--- config.mk ---
export PLATFORM = sky130hd
export DESIGN_NAME = flash_block_protect_function_reg
export DESIGN_NICKNAME = d
export VERILOG_FILES = /design/src/verilog/prot_pkg.sv /design/src/verilog/prot_range.sv /design/src/verilog/flash_block_protect_function_reg.sv
export SDC_FILE = /design/constraint.sdc
export NUM_CORES = 1
export LEC_CHECK = 0
export BUFFER_PORTS_ARGS = -buffer_cell sky130_fd_sc_hd__buf_2
export CORE_MARGIN = 5
export CORE_UTILIZATION = 35
export DETAILED_ROUTE_END_ITERATION = 10
export GPL_TIMING_DRIVEN = 0
export PLACE_DENSITY = 0.65
export SETUP_SLACK_MARGIN = 0.4
export SLEW_MARGIN = 20
export SYNTH_ARGS = -nofsm -noshare
export SYNTH_HDL_FRONTEND = slang
export SYNTH_SLANG_ARGS = --single-unit
export TNS_END_PERCENT = 1
--- constraint.sdc ---
create_clock -name clk -period 3.4 [get_ports clk]
set_clock_uncertainty 0.2 [all_clocks]
set_input_delay 0.34 -clock clk [delete_from_list [all_inputs] [get_ports clk]]
set_output_delay 0.34 -clock clk [all_outputs]
set_load 0.01 [all_outputs]
--- src/verilog/prot_pkg.sv ---
package prot_pkg;
  // ****************************************
  // Function register layout
  // ****************************************
  localparam int FN_RST_DIS   = 0;
  localparam int FN_TBS       = 1;
  localparam int FN_PROGRAM_SUSPENDED_FLAG      = 2;
  localparam int FN_ERASE_SUSPENDED_FLAG      = 3;
  localparam int FN_IRL_LO    = 4;
  localparam int IR_ROWS      = 4;
  localparam logic [7:0] FN_OTP_MASK = 8'hf3;
  localparam logic [7:0] FN_RESET    = 8'h00;
  // ****************************************
  // Array organisation
  // ****************************************
  localparam int BLK64_COUNT  = 1024;
  localparam int BLK256_COUNT = 256;
  localparam int BLK_AW       = 10;
  localparam logic [3:0] CODE_ALL = 4'hf;
  // Codes 11..14 with 64KB blocks
  localparam logic [10:0] CNT_C11 = 11'd768;
  localparam logic [10:0] CNT_C12 = 11'd896;
  localparam logic [10:0] CNT_C13 = 11'd960;
  localparam logic [10:0] CNT_C14 = 11'd992;
  // ****************************************
  // Operation kinds
  // ****************************************
  typedef enum logic [1:0] {OP_PROG, OP_ERASE, OP_CHIP_ERASE, OP_INFO_PROG} op_kind_t;
endpackage

--- src/verilog/prot_range.sv ---
`timescale 1ns/1ps
`default_nettype none
module prot_range (
  // Protection settings
  input  wire logic [3:0]               code,
  input  wire logic                     bottom,
  input  wire logic                     big_blocks,
  // Target block
  input  wire logic [prot_pkg::BLK_AW-1:0] blk,
  // Result
  output logic                          hit
);
  logic [10:0] cnt;
  logic [10:0] total;
  logic [10:0] blk_w;

  always_comb begin
    total = big_blocks ? 11'(prot_pkg::BLK256_COUNT) : 11'(prot_pkg::BLK64_COUNT);
    cnt   = 11'h000;
    if (big_blocks) begin
      if (code == 4'h0) cnt = 11'h000;
      else if (code <= 4'h8) cnt = 11'(11'h001 << (code - 4'h1));
      else cnt = total;
    end else begin
      unique case (code)
        4'h0: cnt = 11'h000;
        4'hb: cnt = prot_pkg::CNT_C11;
        4'hc: cnt = prot_pkg::CNT_C12;
        4'hd: cnt = prot_pkg::CNT_C13;
        4'he: cnt = prot_pkg::CNT_C14;
        4'hf: cnt = total;
        default: cnt = 11'(11'h001 << (code - 4'h1));
      endcase
    end
    blk_w = {1'b0, blk};
    // Top placement ends at last block, bottom grows from block 0
    if (bottom) hit = blk_w < cnt;
    else hit = blk_w >= (total - cnt);
    if (blk_w >= total) hit = 1'b1;
  end
endmodule
`default_nettype wire

--- src/verilog/flash_block_protect_function_reg.sv ---
// What this block does
// - 64KB blocks: decode protect code to count
// - Top/bottom select places the protected range
// - 256KB blocks: codes 9-15 protect all
// - Function register bit layout
// - OTP bits never return to zero
// - Top/bottom resets top, sticky once bottom
// - Program suspend sets flag, resume clears
// - Erase suspend sets flag, resume clears
// - Suspend flags volatile, writes ignored
// - Info row lock refuses row program
// - Reset-disable reset value is a parameter
// - Reset-disable moves reset to hold pin
// - Operations into protected area inhibited
// - Chip erase only when code zero
// - Status write blocked by disable plus pin
`timescale 1ns/1ps
`default_nettype none
module flash_block_protect_function_reg #(
  parameter logic RST_DIS_DEFAULT = 1'b0,
  parameter bit   BIG_BLOCKS      = 1'b0
) (
  // Clock and reset
  input  wire logic                         clk,
  input  wire logic                         arst_n,
  // Status register write
  input  wire logic                         status_wr,
  input  wire logic [3:0]                   status_code,
  input  wire logic                         status_swd,
  input  wire logic                         wp_pin_n,
  // Function register write
  input  wire logic                         func_wr,
  input  wire logic [7:0]                   func_wdata,
  // Suspend events from program/erase engines
  input  wire logic                         prog_suspend,
  input  wire logic                         prog_resume,
  input  wire logic                         erase_suspend,
  input  wire logic                         erase_resume,
  // Operation request
  input  wire logic                         op_req,
  input  wire prot_pkg::op_kind_t           op_kind,
  input  wire logic [prot_pkg::BLK_AW-1:0]  op_blk,
  input  wire logic [1:0]                   op_row,
  // Reset pins
  input  wire logic                         ded_reset_pin_n,
  input  wire logic                         hold_reset_pin_n,
  // Results
  output logic                              op_start,
  output logic                              op_reject,
  output logic [7:0]                        func_rdata,
  output logic [3:0]                        protect_code,
  output logic                              status_write_disable,
  output logic                              soft_reset_req
);
  // ****************************************
  // Pin synchronisers
  // ****************************************
  logic [2:0] pin_s1_r;
  logic [2:0] pin_s2_r;
  always_ff @(posedge clk or negedge arst_n) begin
    if (!arst_n) begin
      pin_s1_r <= 3'h7;
      pin_s2_r <= 3'h7;
    end else begin
      pin_s1_r <= {wp_pin_n, ded_reset_pin_n, hold_reset_pin_n};
      pin_s2_r <= pin_s1_r;
    end
  end
  logic wp_n_s;
  logic ded_n_s;
  logic hold_n_s;
  assign wp_n_s   = pin_s2_r[2];
  assign ded_n_s  = pin_s2_r[1];
  assign hold_n_s = pin_s2_r[0];

  // ****************************************
  // Status bits
  // ****************************************
  logic [3:0] code_r;
  logic       swd_r;
  logic       status_ok;
  assign status_ok = !(swd_r && !wp_n_s);
  always_ff @(posedge clk or negedge arst_n) begin
    if (!arst_n) begin
      code_r <= 4'h0;
      swd_r  <= 1'b0;
    end else if (status_wr && status_ok) begin
      code_r <= status_code;
      swd_r  <= status_swd;
    end
  end

  // ****************************************
  // Function register
  // ****************************************
  logic [7:0] fn_r;
  logic       init_done_r;
  // Strap-like default loaded after reset release, not under reset
  always_ff @(posedge clk or negedge arst_n) begin
    if (!arst_n) begin
      init_done_r <= 1'b0;
    end else begin
      init_done_r <= 1'b1;
    end
  end
  always_ff @(posedge clk or negedge arst_n) begin
    if (!arst_n) begin
      fn_r[7:4] <= prot_pkg::FN_RESET[7:4];
      fn_r[1]   <= prot_pkg::FN_RESET[1];
      fn_r[0]   <= prot_pkg::FN_RESET[0];
      fn_r[prot_pkg::FN_PROGRAM_SUSPENDED_FLAG] <= prot_pkg::FN_RESET[prot_pkg::FN_PROGRAM_SUSPENDED_FLAG];
      fn_r[prot_pkg::FN_ERASE_SUSPENDED_FLAG] <= prot_pkg::FN_RESET[prot_pkg::FN_ERASE_SUSPENDED_FLAG];
    end else begin
      if (!init_done_r) fn_r[0] <= RST_DIS_DEFAULT;
      else if (func_wr) fn_r[0] <= fn_r[0] | func_wdata[prot_pkg::FN_RST_DIS];
      if (func_wr) begin
        fn_r[1]   <= fn_r[1] | func_wdata[prot_pkg::FN_TBS];
        fn_r[7:4] <= fn_r[7:4] | func_wdata[7:4];
      end
      // Suspend flags: set wins over resume in same cycle
      if (prog_suspend) fn_r[prot_pkg::FN_PROGRAM_SUSPENDED_FLAG] <= 1'b1;
      else if (prog_resume) fn_r[prot_pkg::FN_PROGRAM_SUSPENDED_FLAG] <= 1'b0;
      if (erase_suspend) fn_r[prot_pkg::FN_ERASE_SUSPENDED_FLAG] <= 1'b1;
      else if (erase_resume) fn_r[prot_pkg::FN_ERASE_SUSPENDED_FLAG] <= 1'b0;
    end
  end

  // ****************************************
  // Protection check
  // ****************************************
  logic hit;
  prot_range u_range (
    .code       (code_r),
    .bottom     (fn_r[prot_pkg::FN_TBS]),
    .big_blocks (BIG_BLOCKS),
    .blk        (op_blk),
    .hit        (hit)
  );
  logic allow;
  always_comb begin
    unique case (op_kind)
      prot_pkg::OP_PROG,
      prot_pkg::OP_ERASE:      allow = !hit;
      prot_pkg::OP_CHIP_ERASE: allow = (code_r == 4'h0);
      prot_pkg::OP_INFO_PROG:  allow = !fn_r[prot_pkg::FN_IRL_LO + 32'(op_row)];
      default:                 allow = 1'b0;
    endcase
  end
  // Decided before the engine starts: a reject never reaches the array
  always_ff @(posedge clk or negedge arst_n) begin
    if (!arst_n) begin
      op_start  <= 1'b0;
      op_reject <= 1'b0;
    end else begin
      op_start  <= op_req && allow;
      op_reject <= op_req && !allow;
    end
  end

  // ****************************************
  // Reset routing and read-back
  // ****************************************
  always_ff @(posedge clk or negedge arst_n) begin
    if (!arst_n) begin
      soft_reset_req <= 1'b0;
    end else begin
      soft_reset_req <= fn_r[prot_pkg::FN_RST_DIS] ? !hold_n_s : !ded_n_s;
    end
  end
  always_ff @(posedge clk or negedge arst_n) begin
    if (!arst_n) begin
      func_rdata           <= 8'h00;
      protect_code         <= 4'h0;
      status_write_disable <= 1'b0;
    end else begin
      func_rdata           <= fn_r;
      protect_code         <= code_r;
      status_write_disable <= swd_r;
    end
  end

  // ****************************************
  // Checks
  // ****************************************
  property p_otp_sticky;
    @(posedge clk) disable iff (!arst_n)
      init_done_r |=> ($past(fn_r) & prot_pkg::FN_OTP_MASK & ~fn_r) == 8'h00;
  endproperty
  a_otp_sticky: assert property (p_otp_sticky) else $error("otp bit cleared");
  property p_program_suspended_flag_set;
    @(posedge clk) disable iff (!arst_n) prog_suspend |=> fn_r[2];
  endproperty
  a_program_suspended_flag_set: assert property (p_program_suspended_flag_set) else $error("program_suspended_flag not set");
  property p_erase_suspended_flag_clr;
    @(posedge clk) disable iff (!arst_n) (erase_resume && !erase_suspend) |=> !fn_r[3];
  endproperty
  a_erase_suspended_flag_clr: assert property (p_erase_suspended_flag_clr) else $error("erase_suspended_flag not cleared");
  property p_chip_erase;
    @(posedge clk) disable iff (!arst_n)
      (op_req && op_kind == prot_pkg::OP_CHIP_ERASE && code_r != 4'h0) |=> op_reject;
  endproperty
  a_chip_erase: assert property (p_chip_erase) else $error("chip erase not refused");
  property p_wp_block;
    @(posedge clk) disable iff (!arst_n)
      (status_wr && swd_r && !wp_n_s) |=> $stable(code_r);
  endproperty
  a_wp_block: assert property (p_wp_block) else $error("protected status changed");
  property p_start_excl;
    @(posedge clk) disable iff (!arst_n) !(op_start && op_reject);
  endproperty
  a_start_excl: assert property (p_start_excl) else $error("start and reject");
  property p_hit_reject;
    @(posedge clk) disable iff (!arst_n)
      (op_req && op_kind == prot_pkg::OP_ERASE && hit) |=> op_reject && !op_start;
  endproperty
  a_hit_reject: assert property (p_hit_reject) else $error("protected erase started");
  property p_all_code;
    @(posedge clk) disable iff (!arst_n)
      (code_r == prot_pkg::CODE_ALL && op_req && op_kind == prot_pkg::OP_PROG) |=> op_reject;
  endproperty
  a_all_code: assert property (p_all_code) else $error("code 15 not full");
  property p_big_all;
    @(posedge clk) disable iff (!arst_n)
      (BIG_BLOCKS && code_r > 4'h8 && op_req && op_kind == prot_pkg::OP_ERASE) |=> op_reject;
  endproperty
  a_big_all: assert property (p_big_all) else $error("big block code not full");
  property p_rdata;
    @(posedge clk) disable iff (!arst_n) 1'b1 |=> func_rdata == $past(fn_r);
  endproperty
  a_rdata: assert property (p_rdata) else $error("read-back mismatch");
endmodule
`default_nettype wire

==> results of run 1 <==
==> metrics by stage <==
step | cell area (um^2) | std cells | utilization [%] | power, W | setup WS, ns
after floorplan | 1930 | 184 | - | 0.000728 | 0.402
after global placement | 2280 | 308 | 42.0 | 0.000828 | 0.00308
after detailed placement | 2280 | 308 | 42.0 | 0.000838 | -0.0472
after CTS | 2550 | 330 | 46.8 | 0.00118 | 0.376
after global routing | 2570 | 332 | 47.3 | 0.00127 | 0.234
final | 2570 | 332 | 47.3 | 0.00118 | 0.357
==> per-layer routing <==
| metal | vias up | GRT usage, % | share of wire (%) |
|---|---|---|---|
| met5 | - | 0 | 0 |
| met4 | 0 | 4.24 | 1.4 |
| met1 | 765 | 14.5 | 42 |
| li1 | 792 | - | - |
| met3 | 7 | 3.53 | 6.1 |
| met2 | 54 | 22.5 | 51 |
==> synthesized netlist by cell type, types with 2 or more instances <==
| library cell | number | area, um^2 |
|---|---|---|
| a211oi_1 | 3 | 22.5 |
| a21o_1 | 8 | 60.1 |
| a21oi_1 | 13 | 65.1 |
| a22o_1 | 2 | 17.5 |
| buf_6 | 2 | 22.5 |
| clkbuf_1 | 3 | 11.3 |
| dfrtp_1 | 30 | 751 |
| dfstp_2 | 6 | 158 |
| ha_1 | 20 | 250 |
| inv_1 | 10 | 37.5 |
| mux2_2 | 4 | 45.0 |
| mux2i_1 | 3 | 30.0 |
| nand2_1 | 21 | 78.8 |
| nand2b_1 | 3 | 18.8 |
| nand3b_1 | 2 | 15.0 |
| nor2_1 | 11 | 41.3 |
| nor2b_1 | 4 | 25.0 |
| o211ai_1 | 2 | 15.0 |
| o21ai_0 | 8 | 40.0 |
| o21ai_1 | 2 | 10.0 |
| xnor2_1 | 2 | 17.5 |
| xor2_1 | 2 | 17.5 |
==> power groups by stage <==
stage                     logic [W]  registers (W)  clock network [W]
final                      0.000429       0.000475           0.000280
after global routing       0.000484       0.000478           0.000312
after CTS                  0.000415       0.000475           0.000291
after detailed placement   0.000353       0.000485                  0
after global placement     0.000345       0.000484                  0
after floorplan            0.000237       0.000491                  0
==> timing repair <==
action                                  4_1_cts  5_1_grt
hold buffers                                  4        0
buffers inserted                             10        2
endpoints found under the setup margin        2        2
pin swaps                                    13        8
resized for setup                            20        4
endpoints found under the hold margin        33        0
gates cloned                                  0        0
==> cell type report <==
type	instances	area [um^2]	share of cell area, %
clock buffers	7	76.3	2.96
well taps	72	90.1	3.50
plain buffers	7	62.6	2.43
flip-flops and latches	36	910	35.3
multi-input cells	130	995	38.6
clock inverters	1	5.00	0.194
inverters	11	46.3	1.80
repair buffers	68	390	15.2
==> kinds of logic after synthesis <==
family                     count (synthesis)  share of synthesized area (%)
AOI/OAI and AO/OA                         50                           17.5
xor gates and xnor gates                   4                           1.81
adders and majority gates                 20                           12.9
buffers and inverters                     18                           4.53
DFF                                       36                           47.0
muxes                                      7                           3.88
other                                      1                          0.194
and+or+nand+nor                           48                           12.1
==> final timing paths <==
kind | start | end | slack (ns) | depth (start not counted)
max | code_r[0]$_DFFE_PN0P_ | op_reject$_DFF_PN0_ | 0.36 | 16
min | erase_suspend | fn_r[3]$_DFFE_PN0P_ | 0.04 | 2
max reg2reg | code_r[0]$_DFFE_PN0P_ | op_reject$_DFF_PN0_ | 0.36 | 16
min reg2reg | pin_s1_r[2]$_DFF_PN1_ | pin_s2_r[2]$_DFF_PN1_ | 0.15 | 0
max in group asynchronous | arst_n | code_r[1]$_DFFE_PN0P_ | 2.01 | 2
min in group asynchronous | arst_n | soft_reset_req$_DFF_PN0_ | 0.47 | 2
==> flip-flops by register name (all words and copies together), names as in the netlist <==
signal	flops
pin_s1_r	3
status_write_disable	1
code_r	4
op_start	1
swd_r	1
fn_r	8
pin_s2_r	3
protect_code	4
init_done_r	1
func_rdata	8
soft_reset_req	1
op_reject	1
==> cell usage in the layout (no fill, tap or decap), types with 7 or more instances in the layout <==
master    n
inv_1     9
buf_4    13
a21oi_1  10
dfrtp_1  29
a21o_1    8
buf_2    52
o21ai_0   7
nor2_1   10
nand2_1  20
ha_1     19
==> worst max-delay path: cells and delay by family, from the launching register on <==
family                     cells  cell delay, ns
AOI/OAI and AO/OA              7            0.80
adders and majority gates      2            0.39
buffers and inverters          3            0.30
DFF                            1            0.39
and+or+nand+nor                4            0.84
==> out/qor.yml, run 1 <==
layout-drive-gt1-share_pct: 40.8
clk_latency_ns: 0.28
cts.clk_slew.worst_paths_ns: 0.07
dr.pass1.iters: 4
p_int_w: 0.000806
grt_max_degree: 37
ir_drop_mv: 0.280
worstPathRequired_ns: 3.37
period_minus_slack_ns: 3.04
place_hpwl_mm: 3.21
fmax_mhz: 329
cts_buffer_depth: 2
coreArea_um2: 5440
p_seq_share_pct: 40.1
via_per_inst: 4.87
row_count: 27
synth-seq-cells: 36
syn_area_um2: 1930
diodes: 0
cts_tree: "yes"
cp-end-kind: "flop"
gp_congestion: 0.803
crit_path_frequent_cell: "a21oi_2"
hold_viol: 0
crit_slowest_cell: "dfrtp_1"
yosysWarningCount: 0
seq_area_frac_synth_pct: 47.0
dieWidth_um: 84.3
rsz0062_at_grt: "yes"
sw_frac_of_total_pct: 31.9
cts-buffers-inserted: 5
start_kind: "flop"
htreeDepth: 2
ys.flop_type: "dfrtp_1"
worstPathMaxFanout: 7
antenna_left: 0
start_util_pct: 35.5
routedWlPerCell_um: 12.9
power_frac_comb_pct: 36.3
num_io_pins: 55
drt_iter0_drc: 62
synth_edf_count: 0
wirelength_mm: 4.27
leakage_nw: 1.19
nets: 318
drc: 0
whs_ns: 0.0387
crit_path_max_incr_delay_ns: 0.39
fin_crit_sh_pct: 89.5
grt_pass1_vias: 1675
antenna_found_initial: 0
finalSetupViolations: 0
tightest_slew_ns: 0.760
area_delta_synth_final_pct: 33.2
die_h_um: 84.3
io_buffers: 52
p_clk_share_pct: 23.6
ys_async_sr_fraction_pct: 100
crit_type: "reg2reg"
syn-instance-count: 184
grt_usage_pct: 12.6
synth_area_per_cell_um2: 10.5
clock-root-buffer: "clkbuf_8"
globalRouteOverflowTotal: 0
cap_violations: 0
drv_slew: 0
relSlewSlack_pct: 49.3
power_density_nw_per_um2: 459
vias: 1618
cts.sinks: 36
outcome: "finished clean"
grt_pass1_wl_mm: 7.31
syn_nets: 243
fillers: 511
worstPathCellList: "clkbuf_8 -> nor2b_4 -> and2_4 -> inv_4 -> ha_4 -> buf_6 -> or3b_4 -> a21oi_2 -> a21oi_2 -> o21ai_2 -> ha_1 -> a21o_1 -> a21oi_2 -> o21a_1 -> o31ai_2 -> and3_1"
synth.distinct_cells: 45
dieArea_um2: 7110
tns_ns: 0
arrival_ns: 3.01
worstHoldPathType: "in2reg"
switchingPower_w: 0.000377
No activity file was read; power rests on OpenSTA's default activity.
==> run 2, diff against run 1 <==
--- a/config.mk
+++ b/config.mk
@@ -12,3 +12,5 @@
 export GPL_TIMING_DRIVEN = 0
+export MAX_ROUTING_LAYER = met4
 export PLACE_DENSITY = 0.65
+export REMOVE_ABC_BUFFERS = 1
 export SETUP_SLACK_MARGIN = 0.4
==> constraint.sdc (replaced) <==
create_clock -name clk -period 3.4 [get_ports clk]
set_clock_uncertainty 0.2 [all_clocks]
set_input_delay 0.68 -clock clk [delete_from_list [all_inputs] [get_ports clk]]
set_output_delay 0.68 -clock clk [all_outputs]
set_load 0.01 [all_outputs]
==> run 2 against run 1 <==
First-iteration DRC count rose by 18%. Via count fell by 4.8%. Sequential cell count did not move. Highest routed layer unchanged. Non-clock buffer count fell by 11. Largest cell class unchanged. Design area fell by 4.0%.
==> out/qor.yml, run 2 (synthesized netlist as in run 1, its figures left out) <==
outcome: "finished clean"  # unchanged
leakage_nw: 1.14  # was 1.19 nW
grt_max_degree: 37  # unchanged
power_density_nw_per_um2: 471  # was 459 nW/um^2
p_clk_share_pct: 24.5  # was 23.6%
place_hpwl_mm: 3.10  # was 3.21 mm
grt_pass1_wl_mm: 7.22  # was 7.31 mm
crit_slowest_cell: "dfrtp_2"  # was dfrtp_1
nets: 307  # was 318
finalSetupViolations: 0  # unchanged
cts_tree: "yes"  # unchanged
relSlewSlack_pct: 48.7  # was 49.3%
cts_buffer_depth: 2  # unchanged
power_frac_comb_pct: 34.1  # was 36.3%
whs_ns: 0.156  # was 0.0387 ns
period_minus_slack_ns: 2.90  # was 3.04 ns
top_regs: "fn_r: 8 flops, func_rdata: 8 flops"  # unchanged
crit_path_frequent_cell: "a21oi_2"  # unchanged
clk_latency_ns: 0.28  # about the same
htreeDepth: 2  # unchanged
drt_iter0_drc: 73  # was 62
placed_cells: 301  # was 308
layout-drive-gt1-share_pct: 41.4  # was 40.8%
gp_congestion: 0.839  # was 0.803
via_per_inst: 4.80  # was 4.87
row_count: 27  # unchanged
fmax_mhz: 345  # was 329 MHz
dr.pass1.iters: 4  # unchanged
cts.sinks: 36  # unchanged
crit_path_max_incr_delay_ns: 0.43  # was 0.39 ns
antenna_found_initial: 0  # unchanged
start_kind: "flop"  # unchanged
vias: 1541  # was 1,618
cts.clk_slew.worst_paths_ns: 0.07  # about the same
drc: 0  # unchanged
p_int_w: 0.000787  # was 0.000806 W
antenna_left: 0  # unchanged
cts-buffers-inserted: 5  # unchanged
ir_drop_mv: 0.280  # about the same
path_delay_family: "compound AO/OA/AOI/OAI gates"  # was simple AND/OR/NAND/NOR gates
crit_type: "reg2reg"  # unchanged
drv_slew: 0  # unchanged
num_io_pins: 55  # unchanged
switchingPower_w: 0.000378  # was 0.000377 W
routedWlPerCell_um: 13.4  # was 12.9 um
final_common_cell: "buf_2"  # unchanged
placed_cell_area_um2: 2240  # was 2280 um^2
fin_crit_sh_pct: 85.3  # was 89.5%
worstPathRequired_ns: 3.38  # was 3.37 ns
crit_buf_inv: 1  # was 3
stdcell_area_um2: 2470  # was 2570 um^2
clock-root-buffer: "clkbuf_8"  # unchanged
grt_usage_pct: 13.0  # was 12.6%
worstPathMaxFanout: 6  # was 7
tightest_slew_ns: 0.770  # was 0.760 ns
diodes: 0  # unchanged
p_seq_share_pct: 41.4  # was 40.1%
sw_frac_of_total_pct: 32.4  # was 31.9%
post-route-util_pct: 45.5  # was 47.3%
arrival_ns: 2.88  # was 3.01 ns
die_h_um: 84.3  # unchanged
rsz0062_at_grt: "no"  # was yes
globalRouteOverflowTotal: 0  # unchanged
wirelength_mm: 4.30  # was 4.27 mm
hold_viol: 0  # unchanged
coreArea_um2: 5440  # unchanged
io_buffers: 52  # unchanged
cts_hold_buf: 0  # was 4
start_util_pct: 35.5  # unchanged
worstHoldPathType: "reg2reg"  # was in2reg
regToRegSetupSlack_ns: 0.50  # was 0.36 ns
grt_pass1_vias: 1560  # was 1,675
dieWidth_um: 84.3  # unchanged
area_delta_synth_final_pct: 27.9  # was 33.2%
final_cell_mix: "buf_2 (53), dfrtp_1 (26), nand2_1 (20)"  # was buf_2 (52), dfrtp_1 (29), nand2_1 (20)
dieArea_um2: 7110  # unchanged
fin_cells: 321  # was 332
cap_violations: 0  # unchanged
worstPathCellList: "nor2b_4 -> and2_4 -> inv_2 -> ha_4 -> or3b_4 -> a21oi_2 -> a21oi_1 -> o21ai_1 -> ha_1 -> a21o_1 -> a21oi_2 -> o21a_1 -> o31ai_2 -> and3_1"  # was clkbuf_8 -> nor2b_4 -> and2_4 -> inv_4 -> ha_4 -> buf_6 -> or3b_4 -> a21oi_2 -> a21oi_2 -> o21ai_2 -> ha_1 -> a21o_1 -> a21oi_2 -> o21a_1 -> o31ai_2 -> and3_1
cp-end-kind: "flop"  # unchanged
==> run 2: cell types whose count changed in the layout (fill, tap and decap cells not counted), sizes merged <==
| cell | previous run | this run |
|---|---|---|
| buf | 68 | 63 |
| dlygate4sd3 | 4 | 0 |
| clkbuf | 10 | 8 |
==> run 2: routing by layer <==
metal,vias to the layer above,GRT usage [%],part of all wire (%)
li1,772,-,-
met1,726,15.4,43
met2,33,21.3,51
met3,10,3.34,4.1
met4,0,4.82,2.1
met5,-,-,0
==> run 2: final timing paths <==
check | from | endpoint | depth (start not counted)
hold reg to reg | pin_s1_r[2]$_DFF_PN1_ | pin_s2_r[2]$_DFF_PN1_ | 0
setup / recovery | code_r[0]$_DFFE_PN0P_ | op_reject$_DFF_PN0_ | 14
hold / removal | pin_s1_r[2]$_DFF_PN1_ | pin_s2_r[2]$_DFF_PN1_ | 0
max in group asynchronous | arst_n | code_r[2]$_DFFE_PN0P_ | 1
setup reg to reg | code_r[0]$_DFFE_PN0P_ | op_reject$_DFF_PN0_ | 14
min in group asynchronous | arst_n | soft_reset_req$_DFF_PN0_ | 1
==> run 2: through the flow <==
step / power, W / setup TNS [ns] / setup slack (ns)
2_1_floorplan: 0.000713 / 0 / 0.324
3_3_place_gp: 0.000810 / -0.0485 / -0.0485
3_5_place_dp: 0.000823 / -0.246 / -0.155
4_1_cts: 0.00114 / 0 / 0.406
5_1_grt: 0.00126 / 0 / 0.398
6_report: 0.00116 / 0 / 0.499
==> run 2: final cells by class <==
class	instances	area (um^2)
Clock buffer	7	76.3
Clock inverter	1	5.00
Fill cell	516	2970
Inverter	11	43.8
Multi-Input combinational cell	130	998
Sequential cell	36	913
Tap cell	72	90.1
Timing Repair Buffer	64	345
==> run 2: repair_timing <==
item                       4_1_cts  5_1_grt
setup buffers                    5        7
hold endpoints to repair         0        0
resized for setup                7       15
setup endpoints to repair        2        2
pin swaps                        0       11
==> run 2: power by group through the flow <==
stage | sequential, W | combinational, W | clock (W)
4_1_cts | 0.000480 | 0.000361 | 0.000296
3_3_place_gp | 0.000509 | 0.000301 | 0
2_1_floorplan | 0.000510 | 0.000203 | 0
6_report | 0.000482 | 0.000397 | 0.000286
3_5_place_dp | 0.000512 | 0.000311 | 0
5_1_grt | 0.000486 | 0.000449 | 0.000320
